**src/card_select_defs.vh**
```
// Constants for the multi-card serial addressing block.
`ifndef CARD_SELECT_DEFS_VH
`define CARD_SELECT_DEFS_VH
// APB register byte offsets.
`define REG_CTRL_OFF       12'h000
`define REG_STATUS_OFF     12'h004
`define REG_RXCHAR_OFF     12'h008
`define REG_TXCHAR_OFF     12'h00C
`define REG_CARD_OFF       12'h010
// Control register fields and reset values.
`define CTRL_MODE_LSB      0
`define CTRL_MODE_MSB      1
`define CTRL_SWCFG_BIT     2
`define CTRL_MODE_RST      2'h0
// Status register fields.
`define ST_ADDR_BIT        0
`define ST_ALL_BIT         1
`define ST_LINE_BIT        2
`define ST_ERR_BIT         3
`define ST_CTRL_BIT        4
`define ST_QUERY_BIT       5
// Multi-card mode values.
`define MODE_CHAIN         2'h2
`define MODE_CHAIN_NOCTS   2'h3
// Characters.
`define CH_AT              8'h40
`define CH_CR              8'h0D
`define CH_BS              8'h08
// Command scan period.
`define SCAN_PERIOD_US     1000
`define CLK_MHZ            20
`define SCAN_CYCLES        (`SCAN_PERIOD_US * `CLK_MHZ)
`endif

```
**src/card_select.v**
```verilog
// Card selection and character gating for a board on a shared host link.
`timescale 1ns/1ns
`default_nettype none
`include "card_select_defs.vh"
module card_select #(
  parameter SCAN_CYCLES = `SCAN_CYCLES,
  parameter [11:0] BUS_BASE = 12'h000
) (
  input  wire        sys_clk_i,
  input  wire        rst_b_i,
  input  wire        psel_i,
  input  wire        penable_i,
  input  wire        pwrite_i,
  input  wire [11:0] paddr_i,
  input  wire [31:0] pwdata_i,
  output reg  [31:0] prdata_o,
  output reg         pready_o,
  output reg         pslverr_o,
  input  wire        card_num_jumper_bit0_i,
  input  wire        card_num_jumper_bit1_i,
  input  wire        card_num_jumper_bit2_i,
  input  wire        card_num_jumper_bit3_i,
  input  wire        card_num_switch_bit0_i,
  input  wire        card_num_switch_bit1_i,
  input  wire        card_num_switch_bit2_i,
  input  wire        card_num_switch_bit3_i,
  input  wire        rx_valid_i,
  input  wire [7:0]  rx_char_i,
  input  wire        cts_i,
  input  wire        tx_valid_i,
  input  wire [7:0]  tx_char_i,
  input  wire        tx_rts_i,
  output reg         tx_data_o,
  output reg         tx_data_oe_o,
  output reg         rts_o,
  output reg         rts_oe_o,
  output reg         tx_hold_o,
  output reg         scan_tick_o,
  output reg         cmd_valid_o,
  output reg  [7:0]  cmd_char_o,
  output reg         ctrl_valid_o,
  output reg  [7:0]  ctrl_char_o,
  output reg         line_go_o,
  output reg         line_noop_o
);
  ////////////////////////////////////////////////////////////////////////
  reg  [1:0]  mode_q;
  reg         swcfg_q;
  reg         addressed_q;
  reg         all_q;
  reg         at_seen_q;
  reg         sel_pend_q;
  reg         sel_all_q;
  reg         sel_hit_q;
  reg         line_has_q;
  reg         line_q;
  reg         cr_pend_q;
  reg         err_q;
  reg         ctrl_seen_q;
  reg         query_rej_q;
  reg  [7:0]  last_rx_q;
  reg  [7:0]  last_tx_q;
  reg  [31:0] scan_cnt_q;
  reg         rst_seen_q;
  reg         chain_q;
  wire [3:0]  jumper_num;
  wire [3:0]  switch_num;
  wire [3:0]  card_num;
  wire [3:0]  digit;
  wire        digit_ok;
  wire        chain;
  wire        is_ctrl;
  wire        is_query;
  wire        scan;
  wire        bus_hit;
  wire [11:0] off;

  // Installed jumper reads 0 at the pin, which is card bit 0.
  assign jumper_num = {card_num_jumper_bit3_i, card_num_jumper_bit2_i,
                       card_num_jumper_bit1_i, card_num_jumper_bit0_i};
  // Closed switch reads 1.
  assign switch_num = {card_num_switch_bit3_i, card_num_switch_bit2_i,
                       card_num_switch_bit1_i, card_num_switch_bit0_i};
  assign card_num   = swcfg_q ? switch_num : jumper_num;
  assign chain      = mode_q[1];
  assign is_ctrl    = (rx_char_i < 8'h20);
  assign is_query   = (rx_char_i == 8'h02) || (rx_char_i == 8'h03) ||
                      (rx_char_i == 8'h05) || (rx_char_i == 8'h06) ||
                      (rx_char_i == 8'h07) || (rx_char_i == 8'h10) ||
                      (rx_char_i == 8'h16) || (rx_char_i == 8'h19);
  assign scan       = (scan_cnt_q == SCAN_CYCLES - 1);
  assign off        = paddr_i - BUS_BASE;
  // Only this card's 32-byte window hits; addresses outside it are still answered, with an error.
  assign bus_hit    = (paddr_i >= BUS_BASE) && (paddr_i < BUS_BASE + 12'h020);

  hex_digit_decode u_hex (
    .char_i  (rx_char_i),
    .value_o (digit),
    .valid_o (digit_ok)
  );

  ////////////////////////////////////////////////////////////////////////
  // Scan divider: carriage returns inside one period act together.
  always @(posedge sys_clk_i) begin
    if (!rst_b_i) begin
      scan_cnt_q  <= 32'h0000_0000;
      scan_tick_o <= 1'b0;
    end else begin
      scan_tick_o <= scan;
      if (scan) begin
        scan_cnt_q <= 32'h0000_0000;
      end else begin
        scan_cnt_q <= scan_cnt_q + 32'h0000_0001;
      end
    end
  end

  ////////////////////////////////////////////////////////////////////////
  // Character decoder. Selection is staged and committed at the scan.
  always @(posedge sys_clk_i) begin
    if (!rst_b_i) begin
      rst_seen_q   <= 1'b0;
      chain_q      <= 1'b0;
      addressed_q  <= 1'b0;
      all_q        <= 1'b0;
      at_seen_q    <= 1'b0;
      sel_pend_q   <= 1'b0;
      sel_all_q    <= 1'b0;
      sel_hit_q    <= 1'b0;
      line_has_q   <= 1'b0;
      cr_pend_q    <= 1'b0;
      err_q        <= 1'b0;
      ctrl_seen_q  <= 1'b0;
      query_rej_q  <= 1'b0;
      last_rx_q    <= 8'h00;
      cmd_valid_o  <= 1'b0;
      cmd_char_o   <= 8'h00;
      ctrl_valid_o <= 1'b0;
      ctrl_char_o  <= 8'h00;
      line_go_o    <= 1'b0;
      line_noop_o  <= 1'b0;
    end else begin
      cmd_valid_o  <= 1'b0;
      ctrl_valid_o <= 1'b0;
      line_go_o    <= 1'b0;
      line_noop_o  <= 1'b0;
      // Card number is sampled after reset so a strap is never reset data.
      // Entering chain mode counts as a power-up in chain mode, since the
      // mode itself resets to single-card operation.
      chain_q <= chain;
      if (!rst_seen_q || (chain && !chain_q)) begin
        rst_seen_q  <= 1'b1;
        addressed_q <= !chain || (card_num == 4'h0);
      end
      // Commit first, so a character landing on the scan edge is kept for
      // the next line instead of being cleared with the old one.
      if (scan && cr_pend_q) begin
        cr_pend_q  <= 1'b0;
        line_has_q <= 1'b0;
        sel_pend_q <= 1'b0;
        line_go_o  <= line_has_q;
        line_noop_o <= !line_has_q;
        if (sel_pend_q) begin
          all_q       <= sel_all_q;
          addressed_q <= sel_all_q ? (card_num == 4'h0) : sel_hit_q;
        end
      end
      if (rx_valid_i) begin
        last_rx_q <= rx_char_i;
        if (at_seen_q) begin
          at_seen_q <= 1'b0;
          if (rx_char_i == `CH_AT) begin
            sel_pend_q <= 1'b1;
            sel_all_q  <= 1'b1;
          end else if (rx_char_i == `CH_CR) begin
            err_q     <= 1'b1;
            cr_pend_q <= 1'b1;
          end else if (digit_ok) begin
            sel_pend_q <= 1'b1;
            sel_all_q  <= 1'b0;
            sel_hit_q  <= (digit == card_num);
          end else begin
            err_q <= 1'b1;
          end
        end else if (chain && rx_char_i == `CH_AT) begin
          at_seen_q <= 1'b1;
        end else if (rx_char_i == `CH_CR) begin
          cr_pend_q <= 1'b1;
        end else if (is_ctrl) begin
          if (is_query) begin
            // Queries go to the addressed card, and are rejected while all cards are selected in chain mode.
            if (chain && all_q) begin
              query_rej_q <= 1'b1;
            end else if (addressed_q) begin
              ctrl_valid_o <= 1'b1;
              ctrl_char_o  <= rx_char_i;
            end
          end else begin
            ctrl_valid_o <= 1'b1;
            ctrl_char_o  <= rx_char_i;
            ctrl_seen_q  <= 1'b1;
          end
        end else if (addressed_q || all_q || !chain) begin
          cmd_valid_o <= 1'b1;
          cmd_char_o  <= rx_char_i;
          line_has_q  <= 1'b1;
        end
        // Unaddressed alphanumerics fall through and are dropped.
      end
    end
  end

  ////////////////////////////////////////////////////////////////////////
  // Outputs toward the host; in chain mode non-addressed cards float them.
  always @(posedge sys_clk_i) begin
    if (!rst_b_i) begin
      tx_data_o    <= 1'b0;
      tx_data_oe_o <= 1'b0;
      rts_o        <= 1'b0;
      rts_oe_o     <= 1'b0;
      tx_hold_o    <= 1'b0;
      last_tx_q    <= 8'h00;
    end else begin
      tx_data_oe_o <= !chain || addressed_q;
      rts_oe_o     <= !chain || addressed_q;
      tx_data_o    <= tx_valid_i;
      rts_o        <= tx_rts_i;
      // CTS from the host is honoured unless mode 3 is set.
      tx_hold_o    <= (mode_q != `MODE_CHAIN_NOCTS) && !cts_i;
      if (tx_valid_i) begin
        last_tx_q <= tx_char_i;
      end
    end
  end

  ////////////////////////////////////////////////////////////////////////
  // APB slave, one wait-free access phase.
  always @(posedge sys_clk_i) begin
    if (!rst_b_i) begin
      mode_q    <= `CTRL_MODE_RST;
      swcfg_q   <= 1'b0;
      prdata_o  <= 32'h0000_0000;
      pready_o  <= 1'b0;
      pslverr_o <= 1'b0;
      line_q    <= 1'b0;
    end else begin
      line_q    <= cr_pend_q;
      pready_o  <= psel_i && !penable_i;
      pslverr_o <= 1'b0;
      prdata_o  <= 32'h0000_0000;
      // Writes land at the edge that completes the transfer, not at setup.
      if (psel_i && penable_i && pready_o && pwrite_i && bus_hit &&
          (off == `REG_CTRL_OFF)) begin
        mode_q  <= pwdata_i[`CTRL_MODE_MSB:`CTRL_MODE_LSB];
        swcfg_q <= pwdata_i[`CTRL_SWCFG_BIT];
      end
      if (psel_i && !penable_i) begin
        if (!bus_hit) begin
          pslverr_o <= 1'b1;
        end else if (off == `REG_CTRL_OFF) begin
          prdata_o <= {29'h0000_0000, swcfg_q, mode_q};
        end else if (off == `REG_STATUS_OFF) begin
          prdata_o <= {26'h000_0000, query_rej_q, ctrl_seen_q, err_q,
                       line_q, all_q, addressed_q};
        end else if (off == `REG_RXCHAR_OFF) begin
          prdata_o <= {24'h00_0000, last_rx_q};
        end else if (off == `REG_TXCHAR_OFF) begin
          prdata_o <= {24'h00_0000, last_tx_q};
        end else if (off == `REG_CARD_OFF) begin
          prdata_o <= {28'h000_0000, card_num};
        end else begin
          pslverr_o <= 1'b1;
        end
      end
    end
  end
endmodule // card_select
`default_nettype wire

```
**src/hex_digit_decode.v**
```verilog
// Decoder from an ASCII character to a hexadecimal digit value.
`timescale 1ns/1ns
`default_nettype none
module hex_digit_decode (
  input  wire [7:0] char_i,
  output reg  [3:0] value_o,
  output reg        valid_o
);
  always @* begin
    value_o = 4'h0;
    valid_o = 1'b1;
    if (char_i >= 8'h30 && char_i <= 8'h39) begin
      value_o = char_i[3:0];
    end else if ((char_i >= 8'h41 && char_i <= 8'h46) ||
                 (char_i >= 8'h61 && char_i <= 8'h66)) begin
      value_o = char_i[3:0] + 4'h9;
    end else begin
      valid_o = 1'b0;
    end
  end
endmodule // hex_digit_decode
`default_nettype wire

```
**config.mk**
```make
export PLATFORM = sky130hd
export DESIGN_NAME = card_select
export DESIGN_NICKNAME = d
export VERILOG_FILES = /design/src/card_select.v /design/src/hex_digit_decode.v
export VERILOG_INCLUDE_DIRS = /design/src
export SDC_FILE = /design/constraint.sdc
export NUM_CORES = 1
export LEC_CHECK = 0
export ABC_AREA = 0
export BUFFER_PORTS_ARGS = -buffer_cell sky130_fd_sc_hd__buf_2
export CORE_UTILIZATION = 40
export DETAILED_ROUTE_END_ITERATION = 8
export GPL_TIMING_DRIVEN = 0
export PLACE_DENSITY = 0.7
export SYNTH_ARGS = -nofsm -noshare
export SYNTH_HDL_FRONTEND = slang
export SYNTH_SLANG_ARGS = --single-unit
```
**constraint.sdc**
```tcl
create_clock -name sys_clk_i -period 2.99 [get_ports sys_clk_i]
set_input_delay 0.299 -clock sys_clk_i [delete_from_list [all_inputs] [get_ports sys_clk_i]]
set_output_delay 0.299 -clock sys_clk_i [all_outputs]
set_load 0.005 [all_outputs]
```
==> results of run 1 <==
## cells in the mapped netlist, types with 6 or more instances
cell type  instances
clkbuf_1          19
nor2b_1            6
nor3_1             9
a21oi_1           28
dfxtp_1          100
buf_4             25
nor2_1            75
nand2_1           36
or3_1             11
nand4_1           10
xnor2_1           12
nor4_1            10
mux2i_1           39
nand2b_1           6
o21ai_0           10
inv_1             15
nand3_1           19
xor2_1            10
## state kept, by name, summed over array words and instances, names as in the netlist, 2 cells and up
signal,flops
scan_cnt_q,32
cmd_char_o,8
ctrl_char_o,8
last_rx_q,8
last_tx_q,8
prdata_o,8
mode_q,2
## placed cells by master, fill, tap and decap left out, types with 6 or more instances in the layout
cell       Yosys  layout
buf_2          0      82
nor2_1        75      75
clkbuf_16      0       9
nand2_1       36      36
nor2b_1        6       6
conb_1         1      24
o21ai_0       10      10
clkbuf_1      19      19
inv_1         15      15
or3_1         11      11
nor4_1        10      10
xor2_1        10      10
nand2b_1       6       6
dfxtp_1      100     100
mux2i_1       39      39
a21oi_1       28      28
nand4_1       10      10
nor3_1         9       9
buf_4         25      25
nand3_1       19      19
xnor2_1       12      12
## cell families after synthesis
logic type	after synthesis
other	1
muxes	40
xor gates and xnor gates	22
DFF	100
adders and majority gates	5
AOI/OAI and AO/OA	80
buffers and inverters	65
and+or+nand+nor	217
## metal layers
layer	routed length, um	global-route usage [%]	vias to the layer above
met3	656	3.292	16
li1	-	-	2058
met1	5138	24.53	1916
met4	170	5.048	0
met5	0	0	-
met2	4807	30.13	140
## power by group through the flow
stage	clock network (mW)	registers, mW	logic, mW
after floorplan	0	1.41	0.156
after global placement	0	1.41	0.238
after detailed placement	0	1.41	0.244
after CTS	1.35	1.38	0.245
after global routing	1.40	1.39	0.278
final	1.33	1.38	0.246
## cell type report
type,count,area share [%]
well taps,143,3.141
flip-flops and latches,100,35.15
clock inverters,6,1.955
inverters,16,1.054
clock buffers,10,4.196
repair buffers,82,7.206
multi-input cells,388,42.16
plain buffers,49,5.141
## how the worst min path moves through the flow
stage	from	endpoint	slack (ns)	depth (start not counted)
floorplan	cts_i	tx_hold_o$_SDFF_PN0_	0.37	1
global route	cts_i	tx_hold_o$_SDFF_PN0_	0.13	2
CTS	cts_i	tx_hold_o$_SDFF_PN0_	0.13	2
finish	cts_i	tx_hold_o$_SDFF_PN0_	0.13	2
global placement	line_has_q$_SDFF_PN0_	line_noop_o$_SDFF_PN0_	0.43	1
detailed placement	line_has_q$_SDFF_PN0_	line_noop_o$_SDFF_PN0_	0.44	1
## through the flow
| step | total power, mW | cell area [um^2] | hold slack (ns) | utilization [%] |
|---|---|---|---|---|
| 2_1_floorplan | 1.566 | 4756 | 0.3718 | - |
| 3_3_place_gp | 1.650 | 5345 | 0.4311 | 46.81 |
| 3_5_place_dp | 1.656 | 5345 | 0.4357 | 46.81 |
| 4_1_cts | 2.975 | 5695 | 0.1263 | 49.88 |
| 5_1_grt | 3.067 | 5695 | 0.1319 | 49.88 |
| 6_report | 2.960 | 5695 | 0.1288 | 49.88 |
==> results.json, run 1 <==
{
  "status": "complete, no violations",
  "setup_violations": 0,
  "powerDensity_nw_per_um2": 519.7,
  "r2r-end": "scan_cnt_q[18]$_SDFF_PP0_",
  "grt_pass1_vias": 3710,
  "die_x_um": 110.0,
  "post-cts-setup-buffer-count": 0,
  "power_frac_clock_pct": 45.0,
  "netlist_top_cells_area": "dfxtp_1 (43%), mux2i_1 (8.4%), nor2_1 (6.0%)",
  "dp.cells": 778,
  "vias_per_cell": 5.202,
  "cts.repair.resized": 0,
  "setup.worst_path.end": "cmd_char_o[1]$_SDFFE_PN0P_",
  "yosys_most_used_dff": "dfxtp_1",
  "ir_drop_mv": 0.2617,
  "cts.path.max_buffers": 2,
  "io_buffers": 82,
  "fmax_mhz": 417.3,
  "htreeDepth": 3,
  "swShare_pct": 21.70,
  "slowest_delay_ns": 0.77,
  "finalCritPeriodShare_pct": 80.15,
  "seq_power_share_pct": 46.7,
  "synth_compound_area_share_pct": 11.47,
  "drc": 0,
  "slew_headroom_pct": 36.36,
  "fp-row-count": 39,
  "grt_pass1_wl_um": 17370,
  "synth-simple-area-share_pct": 23.95,
  "area_growth_pct": 21.97,
  "ios": 137,
  "grt_usage_pct": 18.30,
  "r2r_cells": 6,
  "worst_path_dominant_cell_family": "compound AO/OA/AOI/OAI gates",
  "cts_buffers": 9,
  "yosysUniqueCellTypes": 66,
  "finalNonFillerCells": 794,
  "core_area_um2": 11420,
  "vias": 4130,
  "diodes": 0,
  "firstDrtPassIters": 5,
  "yosysWarnings": 0,
  "cp_num_buf_inv": 3,
  "internal_power_mw": 2.318,
  "path_class": "in -> reg",
  "drive_gt1_share_pct": 21.66,
  "nFillCells": 1089,
  "multi_input_area_um2": 2401,
  "synthCells": 530,
  "worst_slack_ns": 0.5936,
  "drtAntennaViolNets": 0,
  "ys_ff_latch": 100,
  "cts_sinks": 100,
  "synth_top_family_by_area": "simple AND/OR/NAND/NOR gates",
  "finalHoldViolCount": 0,
  "crit_slowest_cell": "a211oi_2",
  "dieArea_um2": 12110,
  "place_congestion": 0.8559,
  "power.net_switching_mw": 0.6422,
  "wl_per_cell_um": 13.57,
  "hold_class": "in -> reg",
  "slew_viol_final": 0,
  "wl_um": 10770,
  "overflow": 0,
  "cp-startpoint": "rx_char_i[0]",
  "critPathLaunchType": "input port",
  "synth_edf_count": 0,
  "cts_root_buf": "clkbuf_16",
  "path_cells": "buf_2 -> clkbuf_1 -> inv_1 -> ha_1 -> a32o_1 -> a211oi_2 -> mux2i_1 -> nor2_1",
  "die_height_um": 110.0,
  "clkLatencyLatePin_ns": 0.34,
  "required_ns": 3.20,
  "post-dp-hpwl_um": 8152,
  "synth_xor_area_share_pct": 4.126,
  "crit_path_end_kind": "flop",
  "pre_cts_slack_ns": 0.2402,
  "antenna_found_initial": 0,
  "cap_violations": 0,
  "synth_top_area_share_pct": 42.87,
  "synth_top_cell_by_area": "dfxtp_1",
  "drt_iter0_markers": 145,
  "synthAdderAreaFrac_pct": 1.340,
  "final-seq-area_um2": 2002,
  "synthArstFlopShare_pct": 0,
  "path_max_fanout": 9,
  "worstPathArrival_ns": 2.61,
  "p_leak_nw": 2.363,
  "initial_core_util_pct": 40.89,
  "ys_seq_area_share_pct": 42.87,
  "cts_tree": "done",
  "avgSynthCellArea_um2": 8.810,
  "cp.depth": 8,
  "synth_mux_area_share_pct": 8.601,
  "r2r-start": "scan_cnt_q[5]$_SDFF_PP0_",
  "fin_tns_setup_ns": 0,
  "rsz0062_at_grt": "false",
  "fin_skew_ns": 0.008815,
  "path_clk_slew_ns": 0.07,
  "power_frac_comb_pct": 8.3,
  "syn_area_um2": 4669,
  "cts_hold_buf": 0,
  "fin_crit_ns": 2.396,
  "fin_nets": 728,
  "rrSetupSlack_ns": 0.72,
  "grt_max_degree": 17,
  "worstMarginPinSlew_ns": 0.9418
}
Note: power is estimated with default switching activity, not from simulation.
==> run 2: changes to the inputs <==
clock period = 2.3 ns   (was 2.99 ns; I/O delays follow)
==> results.json, run 2 (synthesis gave the netlist of run 1 again) <==
{
  "largest_reg_flops": 32,
  "slew_headroom_pct": 34.31,
  "cts_root_buf": "clkbuf_16",
  "vias_per_cell": 5.176,
  "ios": 137,
  "place_congestion": 0.8559,
  "ir_drop_mv": 0.3326,
  "hold_class": "in -> reg",
  "fin_crit_ns": 2.190,
  "post-cts-setup-buffer-count": 0,
  "totalPowerFinal_mw": 3.848,
  "internal_power_mw": 3.016,
  "core_area_um2": 11420,
  "drive_gt1_share_pct": 22.27,
  "hold_slack_ns": 0.05988,
  "finalNonFillerCells": 794,
  "drc": 0,
  "power_frac_comb_pct": 8.5,
  "cts_hold_buf": 0,
  "wl_per_cell_um": 13.63,
  "worstPathArrival_ns": 2.45,
  "die_x_um": 110.0,
  "path_class": "reg -> reg",
  "area_growth_pct": 22.91,
  "path_max_fanout": 10,
  "initial_core_util_pct": 40.89,
  "cts.path.max_buffers": 2,
  "wl_um": 10820,
  "design_area_um2": 5739,
  "use_met2_pct": 30.13,
  "critPathLaunchType": "flop",
  "nFillCells": 1089,
  "grt_usage_pct": 18.31,
  "fin_skew_ns": 0.006445,
  "layout_commonest_cell": "dfxtp_1",
  "cts_buffers": 9,
  "io_buffers": 82,
  "slowest_delay_ns": 0.55,
  "firstDrtPassIters": 5,
  "dp.cells": 778,
  "crit_path_end_kind": "flop",
  "die_height_um": 110.0,
  "power_frac_clock_pct": 44.8,
  "drt_iter0_markers": 185,
  "grt_busiest_layer": "met2",
  "worstMarginPinSlew_ns": 0.9730,
  "slew_viol_final": 0,
  "finalHoldViolCount": 0,
  "rsz0062_at_grt": "false",
  "grt_max_degree": 17,
  "required_ns": 2.56,
  "fin_nets": 728,
  "dpl-instance-area_um2": 5345,
  "path_clk_slew_ns": 0.06,
  "powerDensity_nw_per_um2": 670.5,
  "fp-row-count": 39,
  "drtAntennaViolNets": 0,
  "cts_sinks": 100,
  "fmax_mhz": 456.6,
  "grtUsageMet1_pct": 24.57,
  "antenna_found_initial": 0,
  "vias": 4110,
  "fin_util_pct": 50.26,
  "cap_violations": 0,
  "clkLatencyLatePin_ns": 0.33,
  "top_register": "scan_cnt_q",
  "grt_pass1_wl_um": 17390,
  "overflow": 0,
  "seq_power_share_pct": 46.7,
  "p_leak_nw": 2.403,
  "grt_pass1_vias": 3714,
  "path_cells": "ha_4 -> and4_4 -> nand4_4 -> or4_4 -> buf_6 -> or3_1 -> a21oi_1",
  "post-dp-hpwl_um": 8152,
  "dieArea_um2": 12110,
  "htreeDepth": 3,
  "final_cell_mix": "dfxtp_1 (99), buf_2 (82), nor2_1 (75)",
  "finalCritPeriodShare_pct": 95.22,
  "status": "complete, no violations",
  "diodes": 0,
  "setup_violations": 0,
  "crit_slowest_cell": "or4_4",
  "cts_tree": "done",
  "swShare_pct": 21.63,
  "gr-usage-met3_pct": 3.292,
  "power.net_switching_mw": 0.8325
}
run 2: cell type report:
| class | count | area [um^2] | share of cell area (%) |
|---|---|---|---|
| Clock inverter | 6 | 111.4 | 1.940 |
| Buffer | 49 | 295.3 | 5.145 |
| Inverter | 16 | 60.06 | 1.046 |
| Tap cell | 143 | 178.9 | 3.118 |
| Sequential cell | 100 | 2003 | 34.90 |
| Multi-Input combinational cell | 388 | 2441 | 42.53 |
| Clock buffer | 10 | 239.0 | 4.164 |
| Timing Repair Buffer | 82 | 410.4 | 7.151 |
run 2: path summary, 6_finish.rpt:
path	startpoint	end	slack [ns]	cells past startpoint
setup / recovery	scan_cnt_q[1]$_SDFF_PP0_	scan_cnt_q[30]$_SDFF_PP0_	0.11	7
hold / removal	cts_i	tx_hold_o$_SDFF_PN0_	0.06	2
setup reg to reg	scan_cnt_q[1]$_SDFF_PP0_	scan_cnt_q[30]$_SDFF_PP0_	0.11	7
hold reg to reg	line_has_q$_SDFF_PN0_	line_noop_o$_SDFF_PN0_	0.44	1
run 2: power by group through the flow:
stage               registers, mW  clock network (mW)  logic (mW)
global route                 1.80                1.82       0.367
detailed placement           1.84                   0       0.317
floorplan                    1.83                   0       0.203
finish                       1.80                1.72       0.327
global placement             1.83                   0       0.310
CTS                          1.80                1.75       0.320
run 2: timing repair:
action	4_1_cts	5_1_grt
endpoints found under the setup margin	7	37
gates resized for setup	1	10
cloned	0	0
endpoints found under the hold margin	0	0
pin swaps	0	1
run 2: metrics by stage:
stage / TNS, ns / setup WS [ns]
finish: 0 / 0.1099
global route: 0 / 0.002426
CTS: 0 / 0.0007432
detailed placement: -5.416 / -0.3808
global placement: -3.488 / -0.2754
floorplan: 0 / 0.1860
run 2: critical path: cells and delay by family (launching register included):
family / cells / cell delay, ns
and+or+nand+nor: 4 / 1.26
DFF: 1 / 0.38
adders and majority gates: 1 / 0.17
buffers and inverters: 1 / 0.15
AOI/OAI and AO/OA: 1 / 0.15
run 2: routing by layer:
layer / part of all wire (%) / routed length [um]
met5: 0 / 0
met1: 48 / 5232
met3: 5.1 / 547
met4: 1.5 / 157
met2: 45 / 4884
